<file path="src/led_regs_pkg.sv">
package led_regs_pkg;
    // ------------------------------------------------------------
    // Register offsets
    // ------------------------------------------------------------
    localparam logic [7:0] CUR_A_ADDR   = 8'h05;
    localparam logic [7:0] CUR_B_ADDR   = 8'h06;
    localparam logic [7:0] CUR_C_ADDR   = 8'h07;
    localparam logic [7:0] PUMP_ADDR    = 8'h08;
    localparam logic [7:0] TEST_ADDR    = 8'h09;
    localparam logic [7:0] PDOWN_ADDR   = 8'h0a;
    localparam logic [7:0] WDOG_ADDR    = 8'h0b;
    localparam logic [7:0] FSTAT_ADDR   = 8'h0c;
    localparam logic [7:0] GSTAT_ADDR   = 8'h0d;
    // ------------------------------------------------------------
    // Reset values and writable masks
    // ------------------------------------------------------------
    localparam logic [7:0] CUR_RST      = 8'h00;
    localparam logic [7:0] PUMP_RST     = 8'h1e;
    localparam logic [7:0] PUMP_MASK    = 8'h1f;
    localparam logic [7:0] TEST_RST     = 8'h00;
    localparam logic [7:0] TEST_MASK    = 8'h03;
    localparam logic [7:0] PDOWN_RST    = 8'h00;
    localparam logic [7:0] PDOWN_MASK   = 8'h01;
    localparam logic [7:0] WDOG_RST     = 8'hff;
    localparam logic [7:0] WDOG_MASK    = 8'hff;
    // ------------------------------------------------------------
    // Field positions
    // ------------------------------------------------------------
    localparam int PUMP_EN_BIT   = 0;
    localparam int PUMP_RED_BIT  = 1;
    localparam int PUMP_TF_LO    = 2;
    localparam int TEST_RUN_BIT  = 0;
    localparam int TEST_FULL_BIT = 1;
    localparam int PDOWN_BIT     = 0;
    localparam int WDOG_EN_BIT   = 0;
    localparam int WDOG_TO_LO    = 1;  // Seven-bit window in bits 7:1
    localparam int FSTAT_BUSY    = 6;
    localparam int GSTAT_MON     = 5;
    localparam int GSTAT_POR     = 4;
    // ------------------------------------------------------------
    // Timing
    // ------------------------------------------------------------
    localparam int CLK_MHZ       = 125;
    localparam int WDOG_UNIT_US  = 256;
    localparam int WDOG_UNIT_CYC = WDOG_UNIT_US * CLK_MHZ;
    localparam int TF_MS [8]     = '{300, 500, 800, 1000,
                                     1300, 1600, 1800, 2100};
    localparam int LED_COUNT     = 144;
endpackage

</file>
<file path="src/cycle_timer.sv">
`timescale 1ns/1ns
// Up counter that fires a one-cycle pulse after load+1 units
module cycle_timer #(
    parameter int UNIT_CYC = 32000,
    parameter int LOADW    = 7
) (
    input  wire logic             core_clk,
    input  wire logic             rst_n,
    input  wire logic             run,
    input  wire logic             restart,
    input  wire logic [LOADW-1:0] load,
    output logic                  expired
);
    if (UNIT_CYC < 2) $error("UNIT_CYC too small");

    logic [31:0]      unit_q;   // Cycles within one unit
    logic [LOADW-1:0] units_q;  // Whole units already run

    // ------------------------------------------------------------
    // Counting; load read live so a fresh window applies at once
    // ------------------------------------------------------------
    always_ff @(posedge core_clk)
    begin
        expired <= 1'b0;
        if (!rst_n || !run || restart)
        begin
            unit_q  <= 32'h0000_0000;
            units_q <= '0;
        end
        else if (unit_q == 32'(UNIT_CYC - 1))
        begin
            unit_q <= 32'h0000_0000;
            // Greater-or-equal copes with a window shrunk mid-count
            if (units_q >= load)
            begin
                expired <= 1'b1;
                units_q <= '0;
            end
            else
                units_q <= units_q + 1'b1;
        end
        else
            unit_q <= unit_q + 32'h0000_0001;
    end
endmodule

</file>
<file path="src/led_ctrl_regs.sv">
`timescale 1ns/1ns
// Control registers 0x05..0x0d of the matrix driver
module led_ctrl_regs #(
    parameter int WDOG_UNIT = led_regs_pkg::WDOG_UNIT_CYC,
    parameter int TF_SCALE  = 125000  // Cycles per ms
) (
    input  wire logic       core_clk,
    input  wire logic       rst_n,
    input  wire logic       wr_en,        // Register write strobe
    input  wire logic       rd_en,        // Register read strobe
    input  wire logic [7:0] addr,
    input  wire logic [7:0] wdata,
    input  wire logic       bus_activity, // Any bus edge seen
    input  wire logic       bus_stuck,    // SDA or SCL held low
    input  wire logic       test_done,    // Fault scan finished
    input  wire logic [5:0] test_result,  // Shorts C..A, opens C..A
    input  wire logic       supply_ok,    // Supply high enough
    output logic [7:0]      rdata,
    output logic [7:0]      cur_a,
    output logic [7:0]      cur_b,
    output logic [7:0]      cur_c,
    output logic            pump_on,
    output logic            test_start,
    output logic            test_all_leds,
    output logic            test_no_light,
    output logic            shutdown,
    output logic            bus_if_reset
);
    if (TF_SCALE < 1) $error("TF_SCALE must be positive");

    typedef enum logic [2:0] {
        PS_OFF  = 3'b001,
        PS_RUN  = 3'b010,
        PS_TRY  = 3'b100
    } pump_state_t;

    logic [7:0]  pump_q;     // Pump configuration
    logic [7:0]  test_q;     // Fault test control
    logic [7:0]  pdown_q;    // Power-down control
    logic [7:0]  wdog_q;     // Watchdog configuration
    logic [7:0]  fstat_q;    // Fault status
    logic [1:0]  gstat_q;    // Monitor and power-on flags
    logic        wd_fire;    // Watchdog expiry pulse
    pump_state_t ps_q;       // Pump control state
    logic [31:0] tf_cnt_q;   // Reduce-supply window counter
    logic [31:0] tf_len;     // Window length in cycles

    // ------------------------------------------------------------
    // Writable registers
    // ------------------------------------------------------------
    always_ff @(posedge core_clk)
    begin
        if (!rst_n)
        begin
            cur_a   <= led_regs_pkg::CUR_RST;
            cur_b   <= led_regs_pkg::CUR_RST;
            cur_c   <= led_regs_pkg::CUR_RST;
            pump_q  <= led_regs_pkg::PUMP_RST;
            test_q  <= led_regs_pkg::TEST_RST;
            pdown_q <= led_regs_pkg::PDOWN_RST;
            wdog_q  <= led_regs_pkg::WDOG_RST;
        end
        else if (wr_en)
        begin
            // Reserved bits masked off
            unique case (addr)
                led_regs_pkg::CUR_A_ADDR: cur_a <= wdata;
                led_regs_pkg::CUR_B_ADDR: cur_b <= wdata;
                led_regs_pkg::CUR_C_ADDR: cur_c <= wdata;
                led_regs_pkg::PUMP_ADDR:
                    pump_q <= wdata & led_regs_pkg::PUMP_MASK;
                led_regs_pkg::TEST_ADDR:
                    test_q <= wdata & led_regs_pkg::TEST_MASK;
                led_regs_pkg::PDOWN_ADDR:
                    pdown_q <= wdata & led_regs_pkg::PDOWN_MASK;
                led_regs_pkg::WDOG_ADDR:
                    wdog_q <= wdata & led_regs_pkg::WDOG_MASK;
                default: ;
            endcase
        end
    end

    // ------------------------------------------------------------
    // Fault test launch and status
    // ------------------------------------------------------------
    always_ff @(posedge core_clk)
    begin
        if (!rst_n)
        begin
            test_start    <= 1'b0;
            test_all_leds <= 1'b0;
            test_no_light <= 1'b0;
            fstat_q       <= 8'h00;
        end
        else
        begin
            // Write of zero in bit 0 launches a scan unless one is busy
            test_start <= wr_en && addr == led_regs_pkg::TEST_ADDR
                          && !wdata[led_regs_pkg::TEST_RUN_BIT]
                          && !fstat_q[led_regs_pkg::FSTAT_BUSY];
            // Full matrix: all LEDs present, none lit
            test_all_leds <= test_q[led_regs_pkg::TEST_FULL_BIT];
            test_no_light <= test_q[led_regs_pkg::TEST_FULL_BIT];
            if (test_done)
                fstat_q <= {2'b00, test_result};
            else if (test_start)
                fstat_q[led_regs_pkg::FSTAT_BUSY] <= 1'b1;
        end
    end

    // ------------------------------------------------------------
    // Shutdown output
    // ------------------------------------------------------------
    always_ff @(posedge core_clk)
    begin
        if (!rst_n)
            shutdown <= 1'b1;
        else
            shutdown <= !pdown_q[led_regs_pkg::PDOWN_BIT];
    end

    // ------------------------------------------------------------
    // Bus watchdog
    // ------------------------------------------------------------
    cycle_timer #(
        .UNIT_CYC (WDOG_UNIT),
        .LOADW    (7)
    ) u_wdog (
        .core_clk (core_clk),
        .rst_n    (rst_n),
        .run      (wdog_q[led_regs_pkg::WDOG_EN_BIT] && bus_stuck),
        .restart  (bus_activity),
        .load     (wdog_q[7:led_regs_pkg::WDOG_TO_LO]),
        .expired  (wd_fire)
    );

    always_ff @(posedge core_clk)
    begin
        if (!rst_n)
            bus_if_reset <= 1'b0;
        else
            bus_if_reset <= wd_fire;
    end

    // ------------------------------------------------------------
    // General status flags, cleared by read; set wins
    // ------------------------------------------------------------
    always_ff @(posedge core_clk)
    begin
        if (!rst_n)
            gstat_q <= 2'b01;  // Power-on flag set at start-up
        else
        begin
            if (rd_en && addr == led_regs_pkg::GSTAT_ADDR)
                gstat_q <= 2'b00;
            if (wd_fire)
                gstat_q[1] <= 1'b1;
        end
    end

    // ------------------------------------------------------------
    // Charge pump control with reduce-supply attempt
    // ------------------------------------------------------------
    always_comb
    begin
        tf_len = 32'(led_regs_pkg::TF_MS[pump_q[4:2]] * TF_SCALE);
    end

    always_ff @(posedge core_clk)
    begin
        if (!rst_n)
        begin
            ps_q     <= PS_OFF;
            tf_cnt_q <= 32'h0000_0000;
            pump_on  <= 1'b0;
        end
        else
        begin
            unique case (ps_q)
                PS_OFF:
                    if (pump_q[led_regs_pkg::PUMP_EN_BIT])
                    begin
                        ps_q     <= PS_RUN;
                        tf_cnt_q <= 32'h0000_0000;
                    end
                PS_RUN:
                    if (!pump_q[led_regs_pkg::PUMP_EN_BIT])
                        ps_q <= PS_OFF;
                    else if (pump_q[led_regs_pkg::PUMP_RED_BIT])
                    begin
                        if (tf_cnt_q >= tf_len - 32'h1)
                        begin
                            ps_q     <= supply_ok ? PS_TRY : PS_RUN;
                            tf_cnt_q <= 32'h0000_0000;
                        end
                        else
                            tf_cnt_q <= tf_cnt_q + 32'h1;
                    end
                PS_TRY:
                    // Pump rests while supply holds up
                    if (!pump_q[led_regs_pkg::PUMP_EN_BIT])
                        ps_q <= PS_OFF;
                    else if (!supply_ok
                             || !pump_q[led_regs_pkg::PUMP_RED_BIT])
                        ps_q <= PS_RUN;
                default: ps_q <= PS_OFF;
            endcase
            pump_on <= (ps_q == PS_RUN);
        end
    end

    // ------------------------------------------------------------
    // Read data, registered
    // ------------------------------------------------------------
    always_ff @(posedge core_clk)
    begin
        if (!rst_n)
            rdata <= 8'h00;
        else if (rd_en)
        begin
            unique case (addr)
                led_regs_pkg::CUR_A_ADDR:  rdata <= cur_a;
                led_regs_pkg::CUR_B_ADDR:  rdata <= cur_b;
                led_regs_pkg::CUR_C_ADDR:  rdata <= cur_c;
                led_regs_pkg::PUMP_ADDR:   rdata <= pump_q;
                led_regs_pkg::TEST_ADDR:   rdata <= test_q;
                led_regs_pkg::PDOWN_ADDR:  rdata <= pdown_q;
                led_regs_pkg::WDOG_ADDR:   rdata <= wdog_q;
                led_regs_pkg::FSTAT_ADDR:  rdata <= fstat_q;
                led_regs_pkg::GSTAT_ADDR:  rdata <= {2'b00, gstat_q, 4'h0};
                default:                   rdata <= 8'h00;
            endcase
        end
    end

    // ------------------------------------------------------------
    // Checks
    // ------------------------------------------------------------
    pump_rst_a: assert property (@(posedge core_clk)
        $fell(rst_n) ##1 !rst_n |-> pump_q == 8'h1e)
        else $error("pump config reset value wrong");
    wdog_rst_a: assert property (@(posedge core_clk)
        $rose(rst_n) |-> wdog_q == 8'hff)
        else $error("watchdog config reset value wrong");
    test_go_a: assert property (@(posedge core_clk) disable iff (!rst_n)
        test_start |=> fstat_q[6] || test_done)
        else $error("test start did not set busy");
    result_a: assert property (@(posedge core_clk) disable iff (!rst_n)
        test_done |=> fstat_q[5:0] == $past(test_result)
                      && !fstat_q[6])
        else $error("test result not captured");
    shut_a: assert property (@(posedge core_clk) disable iff (!rst_n)
        !pdown_q[0] ##1 !pdown_q[0] |-> shutdown)
        else $error("left shutdown without enable");
    wd_flag_a: assert property (@(posedge core_clk) disable iff (!rst_n)
        wd_fire |=> gstat_q[1] && bus_if_reset)
        else $error("watchdog expiry not flagged");
    quiet_a: assert property (@(posedge core_clk) disable iff (!rst_n)
        bus_activity |=> !wd_fire)
        else $error("watchdog fired after activity");
    resv_a: assert property (@(posedge core_clk) disable iff (!rst_n)
        pump_q[7:5] == 3'b000 && test_q[7:2] == 6'h00
        && pdown_q[7:1] == 7'h00 && fstat_q[7] == 1'b0)
        else $error("reserved bit set");
    full_a: assert property (@(posedge core_clk) disable iff (!rst_n)
        test_q[1] |=> test_all_leds && test_no_light)
        else $error("full matrix not applied");
    pump_a: assert property (@(posedge core_clk) disable iff (!rst_n)
        !pump_q[0] ##1 !pump_q[0] ##1 !pump_q[0] |-> !pump_on)
        else $error("pump on while disabled");
endmodule

</file>
<file path="config.mk">
export PLATFORM = sky130hd
export DESIGN_NAME = led_ctrl_regs
export DESIGN_NICKNAME = d
export VERILOG_FILES = /design/src/led_regs_pkg.sv /design/src/cycle_timer.sv /design/src/led_ctrl_regs.sv
export SDC_FILE = /design/constraint.sdc
export NUM_CORES = 1
export LEC_CHECK = 0
export BUFFER_PORTS_ARGS = -buffer_cell sky130_fd_sc_hd__buf_2
export CAP_MARGIN = 20
export CORE_ASPECT_RATIO = 0.9
export CORE_MARGIN = 3
export CORE_UTILIZATION = 60
export CTS_CLUSTER_SIZE = 14
export DETAILED_ROUTE_END_ITERATION = 10
export HOLD_SLACK_MARGIN = 0.05
export PLACE_DENSITY = 0.79
export SLEW_MARGIN = 20
export SYNTH_ARGS = -nofsm -noshare
export SYNTH_HDL_FRONTEND = slang
export SYNTH_HIERARCHICAL = 1
export SYNTH_SLANG_ARGS = --single-unit
</file>
<file path="constraint.sdc">
create_clock -name core_clk -period 7.9 [get_ports core_clk]
set_input_delay 1.58 -clock core_clk [delete_from_list [all_inputs] [get_ports core_clk]]
set_output_delay 1.58 -clock core_clk [all_outputs]
set_load 0.05 [all_outputs]
</file>
## Word-level counts from Yosys, hierarchy flattened

Memories as Yosys holds them, arrays and structs flattened.
Cells that the tools add are included.

- Memories kept: 1
- Bits in registers: 137
- ROM bits: 256
- Output and inout bits: 38
- Word-level logic and storage cells: 102
- Input port bits: 30

Memory list:

| memory | depth | width | rd ports | clocked after memory_dff | wr ports | line | text |
|---|---|---|---|---|---|---|---|
| (no name shown) | 8 | 32 | 1 | 0 | 0 | led_ctrl_regs.sv:166 | `tf_len = 32'(led_regs_pkg::TF_MS[pump_q[4:2]] * TF_SCALE);` |

- Reductions and logical operators: 29
- Bitwise gates (word level): 3
- Mux-type cells: 20
- Magnitude comparators: 3
- Eq/ne operators: 19
- Add/sub/neg operators: 4
- Multiply operators: 1

Operator list:

| operator | number |
|---|---|
| 32-bit 2-to-1 mux | 6 |
| 8-bit one-hot mux with 9 select lines | 1 |
| 32-bit by 1-bit adder with 32-bit output, second input constant | 2 |
| 32-bit one-hot mux with 2 select lines | 1 |
| 8-bit by 4-bit equality test with 1-bit output, second input constant | 6 |
| 32-bit by 15-bit equality test with 1-bit output, second input constant | 1 |
| 32-bit >= comparator | 1 |
| 32-bit by 15-bit multiplier with 29-bit output, second input constant | 1 |
| 32-bit by 1-bit subtractor with 32-bit output, second input constant | 1 |
| 8-bit by 3-bit equality test with 1-bit output, second input constant | 3 |
| 3-bit 2-to-1 mux | 7 |
| 2-bit AND reduction | 7 |
| 3-bit != test, second input constant | 3 |
| 3-bit one-hot mux with 3 select lines | 1 |
| 4-bit AND reduction | 2 |
| 7-bit by 1-bit adder with 7-bit output, second input constant | 1 |
| 7-bit >= comparator | 1 |
| 1-bit zero test | 7 |
| 7-bit 2-to-1 mux | 1 |
| 2-bit != test, second input constant | 3 |
| 2-bit OR reduction | 3 |
| 1-bit logical AND | 5 |
| 4-bit >= comparator, second input constant | 1 |
| 3-bit inverter with 4-bit output | 1 |
| other kinds (8) | 13 |

## Depth between registers and ports, before layout

Gate-level depths: netlist of the first run.

- Depth in word-level cells: 11
- Depth in mapped cells: 30
- Mapped depth without buffers: 29

## Cells and area by module

The synthesis of the first run kept the hierarchy.

By module, submodules not included:

| module | instances | area an instance (sq um) | cells each | sequential area each (sq um) |
|---|---|---|---|---|
| led_ctrl_regs | 1 | 7,267.0 | 834 | 1,941.9 |
| cycle_timer | 1 | 2,019.4 | 236 | 800.8 |

## Worst setup path before layout of the first run

Ideal clock, no wire load.

- Kind: reg2reg
- From: reg pump_q[3]
- To: reg ps_q[2]
- Buffers on the path: 0
- Arrival time: 7.028 ns
- Slack: 0.769 ns
- Setup time: 0.103 ns
- Required time: 7.797 ns
- Period minus slack after synthesis: 7.131 ns
- Cell stages (with the launch flop): 27
- Cell sequence: dfxtp_1 > inv_1 > ha_1 > a21oi_1 > inv_1 > ha_1 > inv_1 > fa_1 > inv_1 > fa_1 > inv_1 > fa_1 > inv_1 > ha_1 > ha_1 > ha_1 > nor2_1 > a311oi_1 > and4b_1 > nor3_1 > ha_1 > nand4_1 > nor4_4 > o2bb2ai_2 > a211oi_2 > or3b_1 > a2111oi_2

- Cells in the longest elaborated chain, start to end: 9

Ends and longest elaborated chain:

| what | line | text |
|---|---|---|
| from (decl) | led_ctrl_regs.sv:37 | `logic [7:0] pump_q;` |
| from (signal assigned) | led_ctrl_regs.sv:58 | `pump_q <= led_regs_pkg::PUMP_RST;` |
| from (signal assigned) | led_ctrl_regs.sv:71 | `pump_q <= wdata & led_regs_pkg::PUMP_MASK;` |
| 3-bit inverter with 4-bit output (not written as such) | led_ctrl_regs.sv:166 |  |
| memory 8 x 32 bit | -- |  |
| 32-bit 2-to-1 mux (not written as such) (2 in a row) | led_ctrl_regs.sv:166 |  |
| 32-bit by 15-bit multiplier with 29-bit output | led_ctrl_regs.sv:166 |  |
| 32-bit by 1-bit subtractor with 32-bit output | led_ctrl_regs.sv:191 | `if (tf_cnt_q >= tf_len - 32'h1)` |
| 32-bit >= comparator | led_ctrl_regs.sv:191 |  |
| 3-bit != test (no line) | -- |  |
| 4-bit AND reduction (no line) | -- |  |
| to (signal assigned) | led_ctrl_regs.sv:193 | `ps_q <= supply_ok ? PS_TRY : PS_RUN;` |
| to (decl) | led_ctrl_regs.sv:44 | `pump_state_t ps_q;` |

No other way between the ends. The select of a mux whose other input is x is not followed.
A chain may end at the register's enable or synchronous reset.

## Worst setup path in the final report of the first run

- From: reg pump_q[2]
- To: reg ps_q[2]

Same word-level chain as after synthesis.

==> impl_metrics.ini, run 1 <==
[sta]
tightest_slew_ns = 1.012
fin_setup_tns_ns = 0
min_period_over_period = 0.9094
fin_crit_ns = 7.184
clock.fmax_mhz = 139.2
fin_ws_ns = 0.7158
drv_slew = 0
hold_viol_final = 0
fin_skew_ns = 0.01058
rsz0062_at_grt = false
fin_hold_ws_ns = 0.4402
maxSlewHeadroom = 0.3238
finalSetupViolCount = 0

[yosys]
synth_edf_count = 0
yosysSeqAreaShare = 0.2953
synth_area_per_cell_sq_um = 8.679
synth_top_cell_by_area = dfxtp_1
ys_ff_latch = 137
ys_async_sr_fraction = 0
synth.top_cells.by_area = dfxtp_1, ha_1, mux2i_1
synth_top_flop_cell = dfxtp_1
yosys_warnings = 6
ys_types = 75
syn_nets = 1233
synth_top_area_share = 0.2953
synth_area_sq_um = 9286
syn_inst = 1070

[clocking]
cts_tree = done
cts-htree-levels = 4
clock_sinks = 137
root_buffer = clkbuf_16
cts_buffers = 17
hold_buffers = 0
insertion_delay_ns = 0.42
clk_pin_slew_ns = 0.06
cts_max_path_buffers = 2
post_cts_resized = 0
cts_setup_buffers = 0

[power_and_ir_drop]
vdd.ir_drop.worst_v = 0.0001997
power_leakage_nw = 4.794
powerDensity_nw_per_um2 = 158.9
power_w = 0.001653

[critical_path]
cp-start-kind = flip-flop
cp_num_buf_inv = 4
critPathLaunch = pump_q[2]
slowest_stage = fa_1
worstSetupPathType = flip-flop to flip-flop
crit_fanout = 11
r2r-end = ps_q[2]
endpoint_kind = flip-flop
cp_common_cell = ha_1
required_ns = 8.21
crit_arrival_ns = 7.50
crit_family = adder cells
rrSetupSlack_ns = 0.72
slowest_delay_ns = 0.52
r2r_start = pump_q[2]
ff2ff_path_depth = 28

[place]
pre_cts_ws_ns = 0.5392
dp.cells = 1300
io_buffers = 67
gp_congestion = 0.9229
dpl.hpwl_mm = 15.46

[hold_path]
worstHoldStart = u_wdog/unit_q[0]
worstHoldPathCells = 1
hold_class = flip-flop to flip-flop
hold_path_end = u_wdog/unit_q[0]

[global_routing]
grt_max_degree = 53
grt.overflow.total = 0
grt_util_all_layers = 0.2528
grt_pass1_vias = 7380
antenna_found_initial = 0
grt_pass1_wl_mm = 34.92

[floorplan]
row_count = 42
die_area_sq_um = 17010
core_sq_um = 14920
die_w_um = 137.1
initial_core_util = 0.6222
die_h_um = 124.0
num_io_pins = 68

[cells_and_area]
fill_cells = 1176
area_growth_pct = 12.00
drive_gt1_frac = 0.1164
nNetsFinal = 1284
fin_cells = 1332
n_antenna_cell = 0

[detailed_routing]
first_iter_violations = 665
wire_per_inst_um = 15.75
drtAntennaViolNets = 0
num_vias = 7839
first_pass_iters = 6
avgViaCountPerCell = 5.885
finalWirelength_mm = 20.99
drc_errors = 0

[run_status]
outcome = complete, no violations

[run]
cap_violations = 0
## cells in the mapped netlist, types with 14 or more instances
cell type    n
nand2_1     82
nor3_1      29
and2_1      14
nand3_1     58
inv_1       66
nand4_1     38
o21ai_0     23
ha_1       115
dfxtp_1    137
fa_1        18
xnor2_1     34
nor2_1      92
a21oi_1     46
mux2i_1     37
nor2b_1     20
clkbuf_1    33
and3_1      16
xor2_1      40
## power breakdown
group	internal, W	leakage (nW)	switching, W
registers	0.000693	1.10	0.00000166
clock network	0.000545	0.315	0.000319
logic	0.0000362	3.37	0.0000580
total	0.00127	4.79	0.000378
## per-layer routing
metal / track usage / vias to the layer above / wire (um)
li1: - / 3913 / -
met1: 0.3295 / 3693 / 9717
met2: 0.4265 / 196 / 9956
met3: 0.04443 / 37 / 946
met4: 0.08292 / 0 / 365
met5: 0 / - / 0
## layout make-up
type / instances / area (sq um) / area share
multi-input combinational: 823 / 6116 / 0.5880
sequential: 137 / 2743 / 0.2637
clock buffer: 18 / 439.2 / 0.04222
timing repair buffer: 76 / 402.9 / 0.03873
inverter: 66 / 247.7 / 0.02382
tap: 198 / 247.7 / 0.02382
clock inverter: 14 / 205.2 / 0.01973
## kinds of logic after synthesis
family,after synthesis,synth area share
adders and majority gates,133,0.1937
buffers and inverters,110,0.04689
DFF,137,0.2953
muxes,47,0.05201
xor gates and xnor gates,74,0.06979
and+or+nand+nor,420,0.2375
other,2,0.0008087
AOI/OAI and AO/OA,147,0.1039
## registers in the layout, summed over array words and instances, names as in the netlist, 2 cells and up
signal,flops
cur_a,8
cur_c,8
wdog_q,8
rdata,8
u_wdog/unit_q,32
ps_q,3
fstat_q,7
u_wdog/units_q,7
pump_q,5
gstat_q,2
cur_b,8
test_q,2
tf_cnt_q,32
## metrics by stage
step / area, sq um / util
2_1_floorplan: 9286 / -
3_3_place_gp: 9749 / 0.6533
5_1_grt: 10400 / 0.6969
6_report: 10400 / 0.6969
3_5_place_dp: 9749 / 0.6533
4_1_cts: 10390 / 0.6964
## cell usage in the layout, fill, tap and decap left out, drive strengths merged, types with 5 or more instances in the layout
cell and instances:
dfxtp 137, ha 115, nor2 92, nand2 82, buf 76, inv 73, nand3 59, a21oi 47
xor2 40, nand4 39, mux2i 37, xnor2 34, nor3 30, o21ai 25, nor2b 20, fa 18
clkbuf 18, and3 18, and2 16, nor4 11, or3 10, o21a 10, mux2 10, and4 10
a31oi 9, nand2b 8, nand3b 7, a21o 6, a22oi 6, o22ai 5, a21boi 5, a211oi 5
## how the worst max path moves through the flow
stage / to / slack [ns] / cells past startpoint
finish: ps_q[2] / 0.72 / 28
global route: ps_q[2] / 0.20 / 28
CTS: tf_cnt_q[28] / 0.51 / 26
detailed placement: tf_cnt_q[28] / 0.54 / 27
global placement: tf_cnt_q[7] / 0.72 / 26
floorplan: ps_q[2] / 0.77 / 26
Power figures use the tool's default switching activity.
==> run 2, diff against run 1 <==
--- a/config.mk
+++ b/config.mk
@@ -10,10 +10,12 @@
 export CORE_ASPECT_RATIO = 0.9
 export CORE_MARGIN = 3
 export CORE_UTILIZATION = 60
+export CTS_CLUSTER_DIAMETER = 60
 export CTS_CLUSTER_SIZE = 14
 export DETAILED_ROUTE_END_ITERATION = 10
 export HOLD_SLACK_MARGIN = 0.05
 export PLACE_DENSITY = 0.79
+export RECOVER_POWER = 100
 export SLEW_MARGIN = 20
 export SYNTH_ARGS = -nofsm -noshare
 export SYNTH_HDL_FRONTEND = slang
==> impl_metrics.ini, run 2 (synthesis results as in run 1) <==
[sta]
tightest_slew_ns = 2.164
fin_setup_tns_ns = 0
drv_slew = 89
clock.fmax_mhz = 138.9
finalSetupViolCount = 0
hold_viol_final = 0
fin_ws_ns = 0.7018
min_period_over_period = 0.9112
fin_skew_ns = 0.01285
fin_crit_ns = 7.198
rsz0062_at_grt = false
maxSlewHeadroom = -0.4424

[floorplan]
die_h_um = 124.0
initial_core_util = 0.6222
core_sq_um = 14920
row_count = 42
num_io_pins = 68
die_area_sq_um = 17010
die_w_um = 137.1

[detailed_routing]
first_iter_violations = 650
num_vias = 7838
drtAntennaViolNets = 0
finalWirelength_mm = 21.07
first_pass_iters = 5
wire_per_inst_um = 15.82
drc_errors = 0
avgViaCountPerCell = 5.884

[power_and_ir_drop]
vdd.ir_drop.worst_v = 0.0001996
swShare = 0.2299
p_sw_w = 0.0003804
power_leakage_nw = 4.615
p_clk_frac = 0.523
powerDensity_nw_per_um2 = 160.1
sequentialPowerShare = 0.420
intPower_w = 0.001274
combPwrFrac = 0.057

[global_routing]
grt.overflow.total = 0
grt_pass1_wl_mm = 34.92
grt_max_degree = 53
grt_pass1_vias = 7380
grt_util_all_layers = 0.2528
antenna_found_initial = 0

[place]
pre_cts_ws_ns = 0.5392
dpl.hpwl_mm = 15.46
dp.cells = 1300
io_buffers = 67
placed_area_sq_um = 9749
gp_congestion = 0.9229

[run_status]
outcome = complete, but fails checks
violations = capacitance limit, slew limit

[clocking]
cts-htree-levels = 4
cts_max_path_buffers = 2
post_cts_resized = 0
insertion_delay_ns = 0.42
clock_sinks = 137
root_buffer = clkbuf_16
cts_tree = done
cts_setup_buffers = 0
clk_pin_slew_ns = 0.06
cts_buffers = 17
hold_buffers = 0

[cells_and_area]
nNetsFinal = 1284
area_growth_pct = 11.29
final_cell_area_sq_um = 10330
layout_common_cells = dfxtp_1, ha_1, nor2_1
largestRegisters = tf_cnt_q (32), u_wdog/unit_q (32)
regArea_sq_um = 2743
multi_input_area_sq_um = 6105
n_antenna_cell = 0
layout_commonest_cell = dfxtp_1
fin_cells = 1332
fill_cells = 1200
drive_gt1_frac = 0.07937

[critical_path]
crit_family = adder cells
required_ns = 8.22
worstSetupPathType = flip-flop to flip-flop
cp-start-kind = flip-flop
slowest_stage = fa_1
endpoint_kind = flip-flop
crit_fanout = 11
cp_num_buf_inv = 4
slowest_delay_ns = 0.52
crit_arrival_ns = 7.52
cp_common_cell = ha_1

[run]
cap_violations = 2

[hold_path]
hold_class = flip-flop to flip-flop
## run 2: cell count changes in the layout (fill, tap and decap cells not counted), sizes merged
cell,before,now
buf,76,36
clkbuf,18,58
## run 2: power by group through the flow
stage | logic, W | clock network, W | registers [W]
after floorplan | 0.0000655 | 0 | 0.000710
after global placement | 0.0000907 | 0 | 0.000710
after detailed placement | 0.0000929 | 0 | 0.000710
after CTS | 0.0000937 | 0.000874 | 0.000695
after global routing | 0.000105 | 0.000905 | 0.000695
final | 0.0000937 | 0.000866 | 0.000695
## run 2: final cells by class
class / count / share of cell area
clock inverters: 14 / 0.01985
flip-flops and latches: 137 / 0.2654
well taps: 198 / 0.02397
inverters: 66 / 0.02397
repair buffers: 76 / 0.03366
clock buffers: 18 / 0.04249
multi-input cells: 823 / 0.5907
## run 2: through the flow
| step | power [W] | utilization | hold WS (ns) |
|---|---|---|---|
| finish | 0.001654 | 0.6925 | 0.4389 |
| detailed placement | 0.0008030 | 0.6533 | 0.4174 |
| global placement | 0.0008009 | 0.6533 | 0.4143 |
| global route | 0.001704 | 0.6925 | 0.4567 |
| CTS | 0.001663 | 0.6964 | 0.4353 |
| floorplan | 0.0007756 | - | 0.3687 |
## run 2: worst register-to-register path: cells and delay by family, from the launching register on
family,cells,cell delay (ns)
compound gates,9,2.33
xor+xnor,2,0.29
fa+ha+maj,9,3.09
buf+inv,4,0.60
flops,1,0.31
simple gates,4,0.49
## run 2: routing by layer
| layer | vias to the layer above | GRT usage | wire length (um) |
|---|---|---|---|
| met5 | - | 0 | 0 |
| met3 | 33 | 0.04443 | 1006 |
| met2 | 205 | 0.4265 | 10000 |
| li1 | 3914 | - | - |
| met1 | 3686 | 0.3295 | 9734 |
| met4 | 0 | 0.08292 | 324 |
## run 2: worst paths after layout
path	from	cells after the start	slack (ns)	endpoint
min	u_wdog/unit_q[0]	1	0.44	u_wdog/unit_q[0]
max reg2reg	pump_q[2]	28	0.70	tf_cnt_q[5]
min reg2reg	u_wdog/unit_q[0]	1	0.44	u_wdog/unit_q[0]
max	pump_q[2]	28	0.70	tf_cnt_q[5]
==> run 3, diff against run 2 <==
--- a/config.mk
+++ b/config.mk
@@ -9,12 +9,11 @@
 export CAP_MARGIN = 20
 export CORE_ASPECT_RATIO = 0.9
 export CORE_MARGIN = 3
-export CORE_UTILIZATION = 60
+export CORE_UTILIZATION = 25
 export CTS_CLUSTER_DIAMETER = 60
 export CTS_CLUSTER_SIZE = 14
 export DETAILED_ROUTE_END_ITERATION = 10
 export HOLD_SLACK_MARGIN = 0.05
-export PLACE_DENSITY = 0.79
 export RECOVER_POWER = 100
 export SLEW_MARGIN = 20
 export SYNTH_ARGS = -nofsm -noshare
==> impl_metrics.ini, run 3 (synthesis results as in run 1) <==
[sta]
fin_hold_ws_ns = 0.4238
fin_crit_ns = 7.470
clock.fmax_mhz = 133.9
drv_slew = 94
hold_viol_final = 0
tightest_slew_ns = 2.319
maxSlewHeadroom = -0.5463
finalSetupViolCount = 0
fin_skew_ns = 0.01332
rsz0062_at_grt = false
min_period_over_period = 0.9455
fin_setup_tns_ns = 0

[cells_and_area]
drive_gt1_frac = 0.07841
final_cell_area_sq_um = 10640
area_growth_pct = 14.54
largestRegisters = tf_cnt_q (32), u_wdog/unit_q (32)
layout_common_cells = dfxtp_1, ha_1, nor2_1
fill_cells = 3866
n_antenna_cell = 0
layout_commonest_cell = dfxtp_1
nNetsFinal = 1285
final_util = 0.2921

[clocking]
cts_setup_buffers = 0
cts-htree-levels = 4
cts_tree = done
root_buffer = clkbuf_16
cts_max_path_buffers = 2
clk_pin_slew_ns = 0.06
hold_buffers = 0
post_cts_resized = 0
cts_buffers = 17
insertion_delay_ns = 0.43
clock_sinks = 137

[critical_path]
endpoint_kind = flip-flop
r2r_start = pump_q[3]
required_ns = 8.20
cp-start-kind = flip-flop
crit_arrival_ns = 7.77
critPathLaunch = pump_q[3]
worstSetupPathType = flip-flop to flip-flop
crit_fanout = 11

[floorplan]
die_area_sq_um = 39500
die_w_um = 209.2
die_h_um = 188.8
initial_core_util = 0.2550
num_io_pins = 68
core_sq_um = 36420
row_count = 66

[detailed_routing]
first_iter_violations = 491
first_pass_iters = 5
num_vias = 7792
avgViaCountPerCell = 4.837
drc_errors = 0
wire_per_inst_um = 14.47
drtAntennaViolNets = 0
finalWirelength_mm = 23.32

[hold_path]
worstHoldStart = pdown_q[0]
hold_class = flip-flop to flip-flop

[power_and_ir_drop]
powerDensity_nw_per_um2 = 150.4
power_leakage_nw = 4.601
vdd.ir_drop.worst_v = 0.0001454

[run_status]
violations = capacitance limit, slew limit
outcome = complete, but fails checks

[global_routing]
grt.overflow.total = 0
grt_pass1_wl_mm = 38.56
antenna_found_initial = 0
grt_pass1_vias = 7456
grt_util_all_layers = 0.1183
grt_max_degree = 53

[place]
placed_area_sq_um = 10110
dpl.hpwl_mm = 17.53
gp_congestion = 0.8798
io_buffers = 67

[run]
cap_violations = 2
-- run 3: changes by cell type in the layout (fill, tap and decap cells not counted), moves of 2 or more --
| cell | change |
|---|---|
| clkinv_2 | +2 |
| inv_6 | -3 |
| and2_0 | +2 |
| and2_1 | -2 |
| bufinv_16 | -2 |
| clkinv_4 | +2 |
-- run 3: critical path: stages (launching register included) --
cell and delay [ns]:
dfxtp_1 0.43, inv_1 0.20, ha_1 0.38, a21oi_1 0.22, inv_1 0.18, ha_1 0.35
inv_1 0.06, fa_1 0.53, inv_1 0.05, fa_1 0.52, inv_1 0.05, fa_1 0.52
inv_1 0.04, ha_1 0.29, ha_1 0.30, ha_1 0.34, nor2_1 0.06, a311oi_1 0.47
and4b_1 0.27, nor3_1 0.06, ha_1 0.30, nand4_1 0.22, nor4_4 0.34, o2bb2ai_2 0.13
a211oi_1 0.10, buf_4 0.22, or3b_1 0.36, a2111oi_1 0.35
-- run 3: area by class of cell --
cell class,count,area [sq um],share of cell area
clock inverters,12,138.9,0.01306
clock buffers,20,456.7,0.04294
well taps,476,595.6,0.05599
flip-flops and latches,137,2743,0.2579
repair buffers,77,355.3,0.03341
inverters,66,247.7,0.02329
multi-input cells,823,6100,0.5735
-- run 3: final timing paths --
kind / to / slack (ns) / depth (start not counted)
max: ps_q[2] / 0.43 / 27
min: shutdown / 0.42 / 1
max reg2reg: ps_q[2] / 0.43 / 27
min reg2reg: shutdown / 0.42 / 1
-- run 3: where the power goes --
part           leakage (nW)  internal [W]  switching, W  total [W]
Combinational          3.20     0.0000359     0.0000591  0.0000950
Sequential             1.10      0.000693    0.00000261   0.000696
Clock                 0.297      0.000486      0.000323   0.000809
-- run 3: per-stage QoR --
stage               std cells  total power (W)  setup slack (ns)
finish                   1611         0.001600            0.4303
global placement         1579        0.0008041            0.5300
CTS                      1611         0.001617            0.4957
detailed placement       1579        0.0008058            0.5498
global route             1611         0.001656           0.03572
floorplan                1070        0.0007756            0.7686
-- run 3: metal layers --
layer / wire length [um] / track usage
met5: 0 / 0
met4: 295 / 0.02910
met3: 1116 / 0.02813
met2: 10170 / 0.1762
met1: 11730 / 0.1715
